**config.mk**
```make
export PLATFORM = sky130hd
export DESIGN_NAME = conv_power_ctrl
export DESIGN_NICKNAME = d
export VERILOG_FILES = /design/src/design/conv_ctrl_pkg.sv /design/src/design/pin_sync_if.sv /design/src/design/conv_power_ctrl.sv /design/src/design/pin_sync.sv
export SDC_FILE = /design/constraint.sdc
export NUM_CORES = 1
export LEC_CHECK = 0
export ABC_AREA = 1
export BUFFER_PORTS_ARGS = -buffer_cell sky130_fd_sc_hd__buf_2
export CORE_MARGIN = 5
export CORE_UTILIZATION = 52
export CTS_CLUSTER_DIAMETER = 100
export DETAILED_ROUTE_END_ITERATION = 7
export PLACE_DENSITY = 0.79
export SLEW_MARGIN = 10
export SYNTH_ARGS = -nofsm -noshare
export SYNTH_HDL_FRONTEND = slang
export SYNTH_SLANG_ARGS = --single-unit
```
**constraint.sdc**
```tcl
create_clock -name clk -period 4.7 [get_ports clk]
set_input_delay 0.94 -clock clk [delete_from_list [all_inputs] [get_ports clk]]
set_output_delay 0.94 -clock clk [all_outputs]
set_load 0.02 [all_outputs]
```
**src/design/conv_ctrl_pkg.sv**
```systemverilog
// Purpose: shared constants and types for the conversion control block
// Assumes: one 100 MHz clock, synchronous active-high reset
// Notes:   conversion and reset lengths are plain defaults, not measured
package conv_ctrl_pkg;

    // ------------------------------------------------------------
    // Clock and timing
    // ------------------------------------------------------------
    localparam int CLK_PERIOD_NS = 10;
    localparam int CONV_TIME_NS = 2000;        // Least conversion time
    localparam int GRESET_TIME_NS = 1000;      // Internal reset length
    localparam int CONV_CYCLES =
        (CONV_TIME_NS + CLK_PERIOD_NS - 1) / CLK_PERIOD_NS;
    localparam int GRESET_CYCLES =
        (GRESET_TIME_NS + CLK_PERIOD_NS - 1) / CLK_PERIOD_NS;
    localparam int CNT_W = 16;

    // ------------------------------------------------------------
    // Pin synchroniser lane positions
    // ------------------------------------------------------------
    localparam int PIN_COUNT = 5;
    localparam int PIN_CONV = 0;
    localparam int PIN_PWRDN = 1;
    localparam int PIN_CS_N = 2;
    localparam int PIN_SCK = 3;
    localparam int PIN_LVDS = 4;

    localparam int NUM_CHANNELS = 4;

    // ------------------------------------------------------------
    // Control states
    // ------------------------------------------------------------
    typedef enum logic [1:0] {
        ST_IDLE = 2'b00,
        ST_CONVERT = 2'b01,
        ST_POWERED_DOWN = 2'b10,
        ST_GLOBAL_RESET = 2'b11
    } ctrl_state_t;

endpackage : conv_ctrl_pkg

```
**src/design/pin_sync_if.sv**
```systemverilog
// Purpose: carries raw pins and their synchronised forms
// Assumes: all lanes belong to the one clock domain
// Notes:   rise is a one-cycle pulse per lane
`timescale 1ns/1ps
interface pin_sync_if #(parameter int WIDTH = 1);
    logic [WIDTH-1:0] raw;
    logic [WIDTH-1:0] level;
    logic [WIDTH-1:0] rise;

    modport sync (input raw, output level, output rise);
    modport user (output raw, input level, input rise);
endinterface : pin_sync_if

```
**src/design/conv_power_ctrl.sv**
```systemverilog
// Purpose: conversion start, busy, power-down and global reset sequencing
// Assumes: all pin inputs asynchronous; host waits for busy low
// Notes:   conversion length is a timer standing in for the converter core
//
// Behaviour
// - Start rising edge holds samplers, starts conversion
// - Start acts regardless of chip select
// - Busy rises at each conversion start
// - Busy stays high until conversion ends
// - Power-down high ignores further start requests
// - Power-down mid-conversion waits for completion
// - Two power-downs without conversion cause reset
// - All four channels sampled at one instant
// - Busy falling forces forwarded clock low
// - Bus active only with chip select low
`timescale 1ns/1ps
module conv_power_ctrl
    import conv_ctrl_pkg::*;
#(
    parameter int CONV_LEN = CONV_CYCLES,
    parameter int RESET_LEN = GRESET_CYCLES
)
(
    input wire logic clk,
    input wire logic rst,
    input wire logic convert_start,
    input wire logic power_down_request,
    input wire logic cs_n,
    input wire logic shift_clock_in,
    input wire logic io_mode_select,
    output logic busy,
    output logic [NUM_CHANNELS-1:0] sample_hold,
    output logic conversion_done,
    output logic powered_down,
    output logic global_reset,
    output logic forwarded_shift_clock,
    output logic serial_bus_enable,
    output logic shift_clock_enable,
    output logic io_mode_differential
);

    localparam logic [CNT_W-1:0] CONV_LAST = CNT_W'(CONV_LEN - 1);
    localparam logic [CNT_W-1:0] RESET_LAST = CNT_W'(RESET_LEN - 1);

    typedef struct packed {
        ctrl_state_t state;
        logic [CNT_W-1:0] count;
        logic pd_pending;      // Power-down asked during a conversion
        logic pd_armed;        // One power-down seen since last conversion
        logic busy;
        logic [NUM_CHANNELS-1:0] hold;
        logic done;
        logic pwr_dn;
        logic greset;
        logic fwd_clk;
        logic bus_en;
        logic sck_en;
        logic lvds;
    } ctrl_reg_t;

    ctrl_reg_t st_reg;
    ctrl_reg_t st_next;

    // ------------------------------------------------------------
    // Pin synchronisers
    // ------------------------------------------------------------
    pin_sync_if #(.WIDTH(PIN_COUNT)) pins ();

    // Raw pins into the synchroniser lanes
    assign pins.raw[PIN_CONV] = convert_start;
    assign pins.raw[PIN_PWRDN] = power_down_request;
    // Select lane is inverted so its reset value matches an idle bus
    assign pins.raw[PIN_CS_N] = ~cs_n;
    assign pins.raw[PIN_SCK] = shift_clock_in;
    assign pins.raw[PIN_LVDS] = io_mode_select;

    pin_sync #(.WIDTH(PIN_COUNT)) u_pin_sync (
        .clk(clk),
        .rst(rst),
        .pins(pins)
    );

    logic conv_rise;
    logic pd_rise;
    logic pd_level;
    logic bus_sel;
    logic sck_rise;

    // Decoded pin events
    assign conv_rise = pins.rise[PIN_CONV];
    assign pd_rise = pins.rise[PIN_PWRDN];
    assign pd_level = pins.level[PIN_PWRDN];
    assign bus_sel = pins.level[PIN_CS_N];
    assign sck_rise = pins.rise[PIN_SCK];

    // ------------------------------------------------------------
    // Next-state logic
    // ------------------------------------------------------------
    always_comb
    begin
        st_next = st_reg;
        st_next.done = 1'b0;
        st_next.greset = 1'b0;
        // Strap is static; follow it so a late settle is still seen
        st_next.lvds = pins.level[PIN_LVDS];
        // Bus and shift clock gated purely by chip select
        st_next.bus_en = bus_sel;
        st_next.sck_en = bus_sel;

        // Forwarded clock: half rate in CMOS, copy in differential mode
        if (st_reg.busy || !bus_sel)
        begin
            st_next.fwd_clk = 1'b0;
        end
        else if (st_reg.lvds)
        begin
            st_next.fwd_clk = pins.level[PIN_SCK];
        end
        else if (sck_rise)
        begin
            st_next.fwd_clk = ~st_reg.fwd_clk;
        end

        case (st_reg.state)
            ST_IDLE:
            begin
                // Start is not qualified by chip select
                if (pd_rise && st_reg.pd_armed)
                begin
                    st_next.state = ST_GLOBAL_RESET;
                    st_next.count = '0;
                    st_next.greset = 1'b1;
                end
                else if (pd_level)
                begin
                    st_next.state = ST_POWERED_DOWN;
                    st_next.pwr_dn = 1'b1;
                    st_next.pd_armed = 1'b1;
                end
                else if (conv_rise)
                begin
                    st_next.state = ST_CONVERT;
                    st_next.count = '0;
                    st_next.busy = 1'b1;
                    st_next.hold = '1;
                end
            end
            ST_CONVERT:
            begin
                // Late start edges are dropped; host must wait
                if (pd_rise)
                begin
                    st_next.pd_pending = 1'b1;
                end
                if (st_reg.count == CONV_LAST)
                begin
                    st_next.busy = 1'b0;
                    st_next.hold = '0;
                    st_next.done = 1'b1;
                    st_next.fwd_clk = 1'b0;
                    st_next.pd_armed = 1'b0;
                    st_next.pd_pending = 1'b0;
                    if (st_reg.pd_pending || pd_rise || pd_level)
                    begin
                        st_next.state = ST_POWERED_DOWN;
                        st_next.pwr_dn = 1'b1;
                        st_next.pd_armed = 1'b1;
                    end
                    else
                    begin
                        st_next.state = ST_IDLE;
                    end
                end
                else
                begin
                    st_next.count = st_reg.count + CNT_W'(1);
                end
            end
            ST_POWERED_DOWN:
            begin
                // Start edges ignored while down
                if (!pd_level)
                begin
                    st_next.state = ST_IDLE;
                    st_next.pwr_dn = 1'b0;
                end
            end
            ST_GLOBAL_RESET:
            begin
                // Clear busy, hold and power-down flags as power-on does; strap, bus enables and forwarded clock run on
                st_next.greset = 1'b1;
                st_next.pd_armed = 1'b0;
                st_next.pd_pending = 1'b0;
                st_next.busy = 1'b0;
                st_next.hold = '0;
                st_next.pwr_dn = 1'b0;
                if (st_reg.count == RESET_LAST)
                begin
                    st_next.greset = 1'b0;
                    st_next.state = ST_IDLE;
                end
                else
                begin
                    st_next.count = st_reg.count + CNT_W'(1);
                end
            end
            default:
            begin
                st_next.state = ST_IDLE;
            end
        endcase
    end

    // Registered state
    always_ff @(posedge clk)
    begin
        if (rst)
        begin
            st_reg <= '0;
        end
        else
        begin
            st_reg <= st_next;
        end
    end

    // ------------------------------------------------------------
    // Outputs, all straight from the state register
    // ------------------------------------------------------------
    assign busy = st_reg.busy;
    assign sample_hold = st_reg.hold;
    assign conversion_done = st_reg.done;
    assign powered_down = st_reg.pwr_dn;
    assign global_reset = st_reg.greset;
    assign forwarded_shift_clock = st_reg.fwd_clk;
    assign serial_bus_enable = st_reg.bus_en;
    assign shift_clock_enable = st_reg.sck_en;
    assign io_mode_differential = st_reg.lvds;

endmodule : conv_power_ctrl

```
**src/design/pin_sync.sv**
```systemverilog
// Purpose: two-flop synchroniser with rising-edge detect per lane
// Assumes: raw lanes are asynchronous to clk
// Notes:   edge logic only looks at the second stage and beyond
`timescale 1ns/1ps
module pin_sync
    import conv_ctrl_pkg::*;
#(
    parameter int WIDTH = 1
)
(
    input wire logic clk,
    input wire logic rst,
    pin_sync_if.sync pins
);

    typedef struct packed {
        logic [WIDTH-1:0] meta;
        logic [WIDTH-1:0] stable;
        logic [WIDTH-1:0] prev;
    } sync_state_t;

    sync_state_t st_reg;
    sync_state_t st_next;

    // ------------------------------------------------------------
    // Next state: shift chain; first stage feeds only the second
    // ------------------------------------------------------------
    always_comb
    begin
        st_next = st_reg;
        st_next.meta = pins.raw;
        st_next.stable = st_reg.meta;
        st_next.prev = st_reg.stable;
    end

    // Registered state
    always_ff @(posedge clk)
    begin
        if (rst)
        begin
            st_reg <= '0;
        end
        else
        begin
            st_reg <= st_next;
        end
    end

    // Outputs taken from stages two and three
    assign pins.level = st_reg.stable;
    assign pins.rise = st_reg.stable & ~st_reg.prev;

endmodule : pin_sync

```
==> results of run 1 <==
-- cell usage after synthesis (all sizes together) --
cell type,count,area [sq um]
clkbuf,4,15.0
o21ai,6,30.0
o21bai,2,15.0
a21boi,1,7.51
inv,55,206
nand4,7,43.8
nand3,23,150
clkinv,1,3.75
ha,7,87.6
nor3,4,20.0
and2,1,6.26
nor2,60,250
or2,1,6.26
buf,11,87.6
dfxtp,40,801
a31oi,1,6.26
xor2,2,17.5
nand2,84,325
a211oi,1,7.51
a21oi,21,128
xnor2,2,17.5
-- per-layer routing --
metal | wire length (um) | global-route usage
met1 | 2120 | 0.240
met2 | 2030 | 0.255
met3 | 219 | 0.0369
met4 | 92 | 0.0913
met5 | 0 | 0
-- tightest hold or removal path, stage by stage (launching register included) --
cell and delay (ns):
dfxtp_1 0.30, inv_1 0.04, nor2_1 0.03
-- cell families after synthesis --
logic type / after synthesis / synth area share
buf+inv: 71 / 0.140
flops: 40 / 0.359
fa+ha+maj: 7 / 0.0392
compound gates: 32 / 0.0869
xor+xnor: 4 / 0.0157
simple gates: 180 / 0.359
-- metrics by stage --
step	instance area (sq um)	hold WS, ns
final	2390	0.405
after global routing	2390	0.422
after CTS	2390	0.407
after detailed placement	2280	0.395
after global placement	2280	0.389
after floorplan	2230	0.388
-- worst paths after layout --
kind | start | to | slack, ns | cells after the start
worst max-delay path | st_reg[31] | st_reg[23] | 2.55 | 8
worst min-delay path | u_pin_sync.st_next[7] | u_pin_sync.pins.level[2] | 0.41 | 2
worst max register to register | st_reg[31] | st_reg[23] | 2.55 | 8
worst min register to register | u_pin_sync.st_next[7] | u_pin_sync.pins.level[2] | 0.41 | 2
-- report_power, final --
group	switching, mW	internal (mW)
clock network	0.122	0.158
registers	0.0479	0.391
logic	0.323	0.156
-- final cells by class --
type / count / share of cell area
clock buffers: 6 / 0.0304
clock inverters: 2 / 0.0147
inverters: 56 / 0.0880
multi-input cells: 223 / 0.468
flip-flops and latches: 40 / 0.335
well taps: 50 / 0.0262
repair buffers: 18 / 0.0377
==> impl_results.md, run 1 <==
* Total core area at 0.00409 sq mm
* WL final at 4.46 mm
* Pin count of the biggest net entering global routing at 28
* Setup Fix Bufs, Post-CTS at 0
* Pleak at 1.12 nW
* Post_cts resized at 0
* Dpl hpwl at 3.19 mm
* First-pass GRT wire length at 7.55 mm
* Net count, final at 358
* Worst Setup Path Type: reg -> reg
* Hold Fails Final Rpt at 0
* Most frequent cells in the layout: 80 x nand2_1, 54 x nor2_1, 52 x inv_1, 40 x dfxtp_1, 19 x nand3_1
* CP arrival at 2.35 ns
* Clock Latency Late Sink at 0.30 ns
* Vias post-DR at 1985
* Initial antenna violation count at 0
* # DRC at 0
* Yosys reg bits at 40
* Cell variety after synth at 31
* Crit path max fanout at 12
* Largest register FFs at 20
* Critical Path Start Type: flop
* Vias per inst at 5.03
* Pwr dens at 501 mW/mm^2
* Initial core utilization at 0.546
* Seq/Total Area, Yosys at 0.359
* Period minus WS final at 2.15 ns
* ANT cells at 0
* First-pass DRT Iterations at 4
* H-tree depth reported by CTS at 2
* CTS Buf Count at 5
* Max-Cap Viols at 0
* Max Root-Sink Buffers at 2
* GRT overflow at 0
* F_max at 465 MHz
* Syn_nets at 348
* DP Worst Slack at 2.45 ns
* Number of synthesis warnings at 0
* Post-CTS Hold Fix Bufs at 0
* Die area at 0.00570 sq mm
* Result of the run: finished, final reports clean
* Unrepaired setup endpoints after global routing: no
* CTS tree: yes
* Worst-case vdd ir drop at 0.268 mV
* Vias in the first global route at 1732
* Setup violations, final at 0
* Reg area at 801 sq um
* Post-DRT Antenna Nets at 0
* Critical-path top delay cell: nor2_1
* Fillers at 386
* Least-Margin Pin Slew at 0.757 ns
* Floorplan die height at 75.5 um
* Port Buffers at 18
* Period utilization at 0.458
* Initial DRC Count at 128
* Power, Total at 1.20 mW
* Crit end category: flop
* Area of the multi-input gates at 0.00112 sq mm
* Chip Width at 75.5 um
* Commonest non-fill, non-tap cell in the layout: nand2_1
* Clock Skews at 0.0106 ns
* Crit path largest cell delay at 0.63 ns
* WL/cell at 11.3 um
* Clk pin slew, worst setup/hold paths at 0.08 ns
* Crit-path cells: inv_1 -> ha_1 -> nor2_1 -> inv_1 -> nand2_1 -> nand4_1 -> nand2_1 -> nor2_1
* I/O pin count at 19
* Crit-path leading delay family: simple AND/OR/NAND/NOR gates
* Layout cell share with drive strength beyond 1 at 0.139
* Placed cells at 387
* Setup TNS Final at 0 ns
* Final cell count without fillers at 395
* Clk sink count at 40
* GRT Util Overall at 0.174
* Fin util at 0.585
* Worst endpoint required time at 4.90 ns
* Post-Syn Area at 0.00223 sq mm
* Final Wtd Congestion at 0.823
* CP bufs+invs at 2
* Mean Syn Cell Area at 6.68 sq um
* Layout overhead on the synthesized area at 7.06%
* Final Max Slew Viols at 0
* Syn Inst Count at 334
* Min-delay worst type: reg -> reg
* Worst slew margin at 0.493
* Final worst slack at 2.55 ns
* Root buffer cell: clkbuf_8
* Placement Rows at 23
(Power assumes the default switching activity.)
==> run 2, diff against run 1 <==
- clock period: 4.7 -> 2.1 ns (I/O delays scaled with it)
==> run 2 against run 1 <==
Net effect:
- hold slack lost 0.15 ns
- non-clock buffer count grew 3
- clock power grew 86%
- largest cell class unchanged
- highest routed layer unchanged
==> impl_results.md, run 2 (same netlist as run 1, synthesis figures left out) <==
* P_int at 1.47 mW (+110%)
* Result of the run: finished, final reports clean
* Post-CTS Hold Fix Bufs at 0 (unchanged)
* F_max at 588 MHz (+26%)
* Post-DRT Antenna Nets at 0 (unchanged)
* Placed cells at 390 (+0.78%)
* Crit path largest cell delay at 0.39 ns (-0.24 ns)
* Clk sink count at 40 (unchanged)
* Max Root-Sink Buffers at 2 (unchanged)
* Worst endpoint required time at 2.33 ns (-2.57 ns)
* Final Instance Area at 0.00239 sq mm (+0.10%)
* Area of the multi-input gates at 0.00112 sq mm (unchanged)
* CTS tree: yes
* Setup Fix Bufs, Post-CTS at 0 (unchanged)
* Clock Skews at 0.0161 ns (+0.00549 ns)
* Vias in the first global route at 1810 (+4.5%)
* Initial DRC Count at 144 (+13%)
* Pin count of the biggest net entering global routing at 27 (-3.6%)
* Combinational fraction of design power at 0.422 (+0.022)
* Flop pwr share at 0.378 (+0.012)
* Net count, final at 361 (+0.84%)
* Setup violations, final at 0 (unchanged)
* Setup TNS Final at 0 ns (unchanged)
* P_sw at 1.12 mW (+130%)
* Worst-case vdd ir drop at 0.683 mV (+160%)
* CP arrival at 1.94 ns (-0.41 ns)
* Pleak at 1.13 nW (+0.60%)
* Layout overhead on the synthesized area at 7.17%
* Vias per inst at 4.97 (-1.1%)
* Final Max Slew Viols at 0 (unchanged)
* First-pass DRT Iterations at 5 (+1)
* Hold Fails Final Rpt at 0 (unchanged)
* Worst slew margin at 0.763 (+0.269)
* Floorplan die height at 75.5 um (unchanged)
* Sw Share at 0.431 (+0.0199)
* Critical Path Start Type: flop
* Clk pin slew, worst setup/hold paths at 0.08 ns (about the same)
* Vias post-DR at 1978 (-0.35%)
* Reg area at 801 sq um (unchanged)
* Chip Width at 75.5 um (unchanged)
* ANT cells at 0 (unchanged)
* Dpl hpwl at 3.26 mm (+2.2%)
* Post_cts resized at 0 (unchanged)
* Root buffer cell: clkbuf_8
* Pwr dens at 1080 mW/mm^2 (+120%)
* Unrepaired setup endpoints after global routing: no
* Max-Cap Viols at 0 (unchanged)
* Critical-path top delay cell: dfxtp_1
* Port Buffers at 18 (unchanged)
* Clk pwr share at 0.200 (-0.033)
* Min-delay worst type: in -> reg
* Layout cell share with drive strength beyond 1 at 0.149 (+0.0103)
* Final Wtd Congestion at 0.884 (+7.4%)
* CP bufs+invs at 2 (unchanged)
* Crit path max fanout at 9 (-3)
* Total core area at 0.00409 sq mm (unchanged)
* # DRC at 0 (unchanged)
* Crit-path leading delay family: simple AND/OR/NAND/NOR gates
* Largest register FFs at 20 (unchanged)
* Worst Setup Path Type: reg -> reg
* WL final at 4.41 mm (-1.2%)
* Initial antenna violation count at 0 (unchanged)
* Period minus WS final at 1.70 ns (-0.449 ns)
* Top cell by count, worst path: nand2_1
* Placement Rows at 23 (unchanged)
* Period utilization at 0.810 (+0.353)
* Most frequent cells in the layout: 80 x nand2_1, 54 x nor2_1, 52 x inv_1, 40 x dfxtp_1, 19 x nand3_1
* Least-Margin Pin Slew at 0.352 ns (-0.405 ns)
* First-pass GRT wire length at 7.72 mm (+2.3%)
* WL/cell at 11.1 um (-2.0%)
* Fillers at 386 (unchanged)
* GRT Util Overall at 0.178 (+0.00408)
* Crit-path cells: inv_1 -> ha_1 -> nand3_1 -> nand2_1 -> inv_2 -> nand2_1 -> nor2_2 -> nand2_1 -> a21oi_2
* Final cell count without fillers at 398 (+0.76%)
* Die area at 0.00570 sq mm (unchanged)
* Crit end category: flop
* I/O pin count at 19 (unchanged)
* Post-Place Cell Area at 0.00230 sq mm (+0.99%)
* Power, Total at 2.59 mW (+120%)
* CTS Buf Count at 5 (unchanged)
* Initial core utilization at 0.546 (unchanged)
* H-tree depth reported by CTS at 2 (unchanged)
* GRT overflow at 0 (unchanged)
* Commonest non-fill, non-tap cell in the layout: nand2_1
* Clock Latency Late Sink at 0.31 ns (about the same)
## run 2: cell type report
cell class                      count  share of cell area
Clock buffer                        5              0.0288
Inverter                           56              0.0879
Tap cell                           50              0.0262
Clock inverter                      3             0.00785
Multi-Input combinational cell    223               0.468
Timing Repair Buffer               21              0.0471
Sequential cell                    40               0.335
## run 2: routing by layer
layer | wire length [um] | part of all wire | global-route usage | vias up
met5 | 0 | 0 | 0 | -
met2 | 2070 | 0.47 | 0.272 | 62
met3 | 273 | 0.062 | 0.0422 | 11
met4 | 107 | 0.024 | 0.105 | 0
met1 | 1960 | 0.44 | 0.229 | 864
li1 | - | - | - | 1041
## run 2: worst register-to-register path, cell delays in order, from the launching register on
cell	delay, ns
dfxtp_1	0.39
inv_1	0.11
ha_1	0.27
nand3_1	0.10
nand2_1	0.07
inv_2	0.09
nand2_1	0.07
nor2_2	0.29
nand2_1	0.13
a21oi_2	0.13
## run 2: final timing paths
path | end | cells after the start | startpoint | slack [ns]
setup / recovery | st_reg[17] | 9 | st_reg[30] | 0.40
setup reg to reg | st_reg[17] | 9 | st_reg[30] | 0.40
hold / removal | u_pin_sync.st_next[7] | 2 | cs_n | 0.26
hold reg to reg | u_pin_sync.pins.level[4] | 2 | u_pin_sync.st_next[9] | 0.40
## run 2: stage by stage
step,util,hold slack (ns),setup WS (ns)
CTS,0.585,0.254,0.389
detailed placement,0.564,0.396,0.385
global placement,0.564,0.389,0.468
floorplan,-,0.388,0.615
global route,0.585,0.255,0.176
finish,0.585,0.258,0.399
## run 2: power by group through the flow
stage,Clock (mW),Sequential (mW),Combinational [mW]
after floorplan,0,0.984,0.921
after global placement,0,0.988,1.06
after detailed placement,0,0.994,1.09
after CTS,0.527,0.977,1.10
after global routing,0.564,0.995,1.27
final,0.518,0.978,1.09
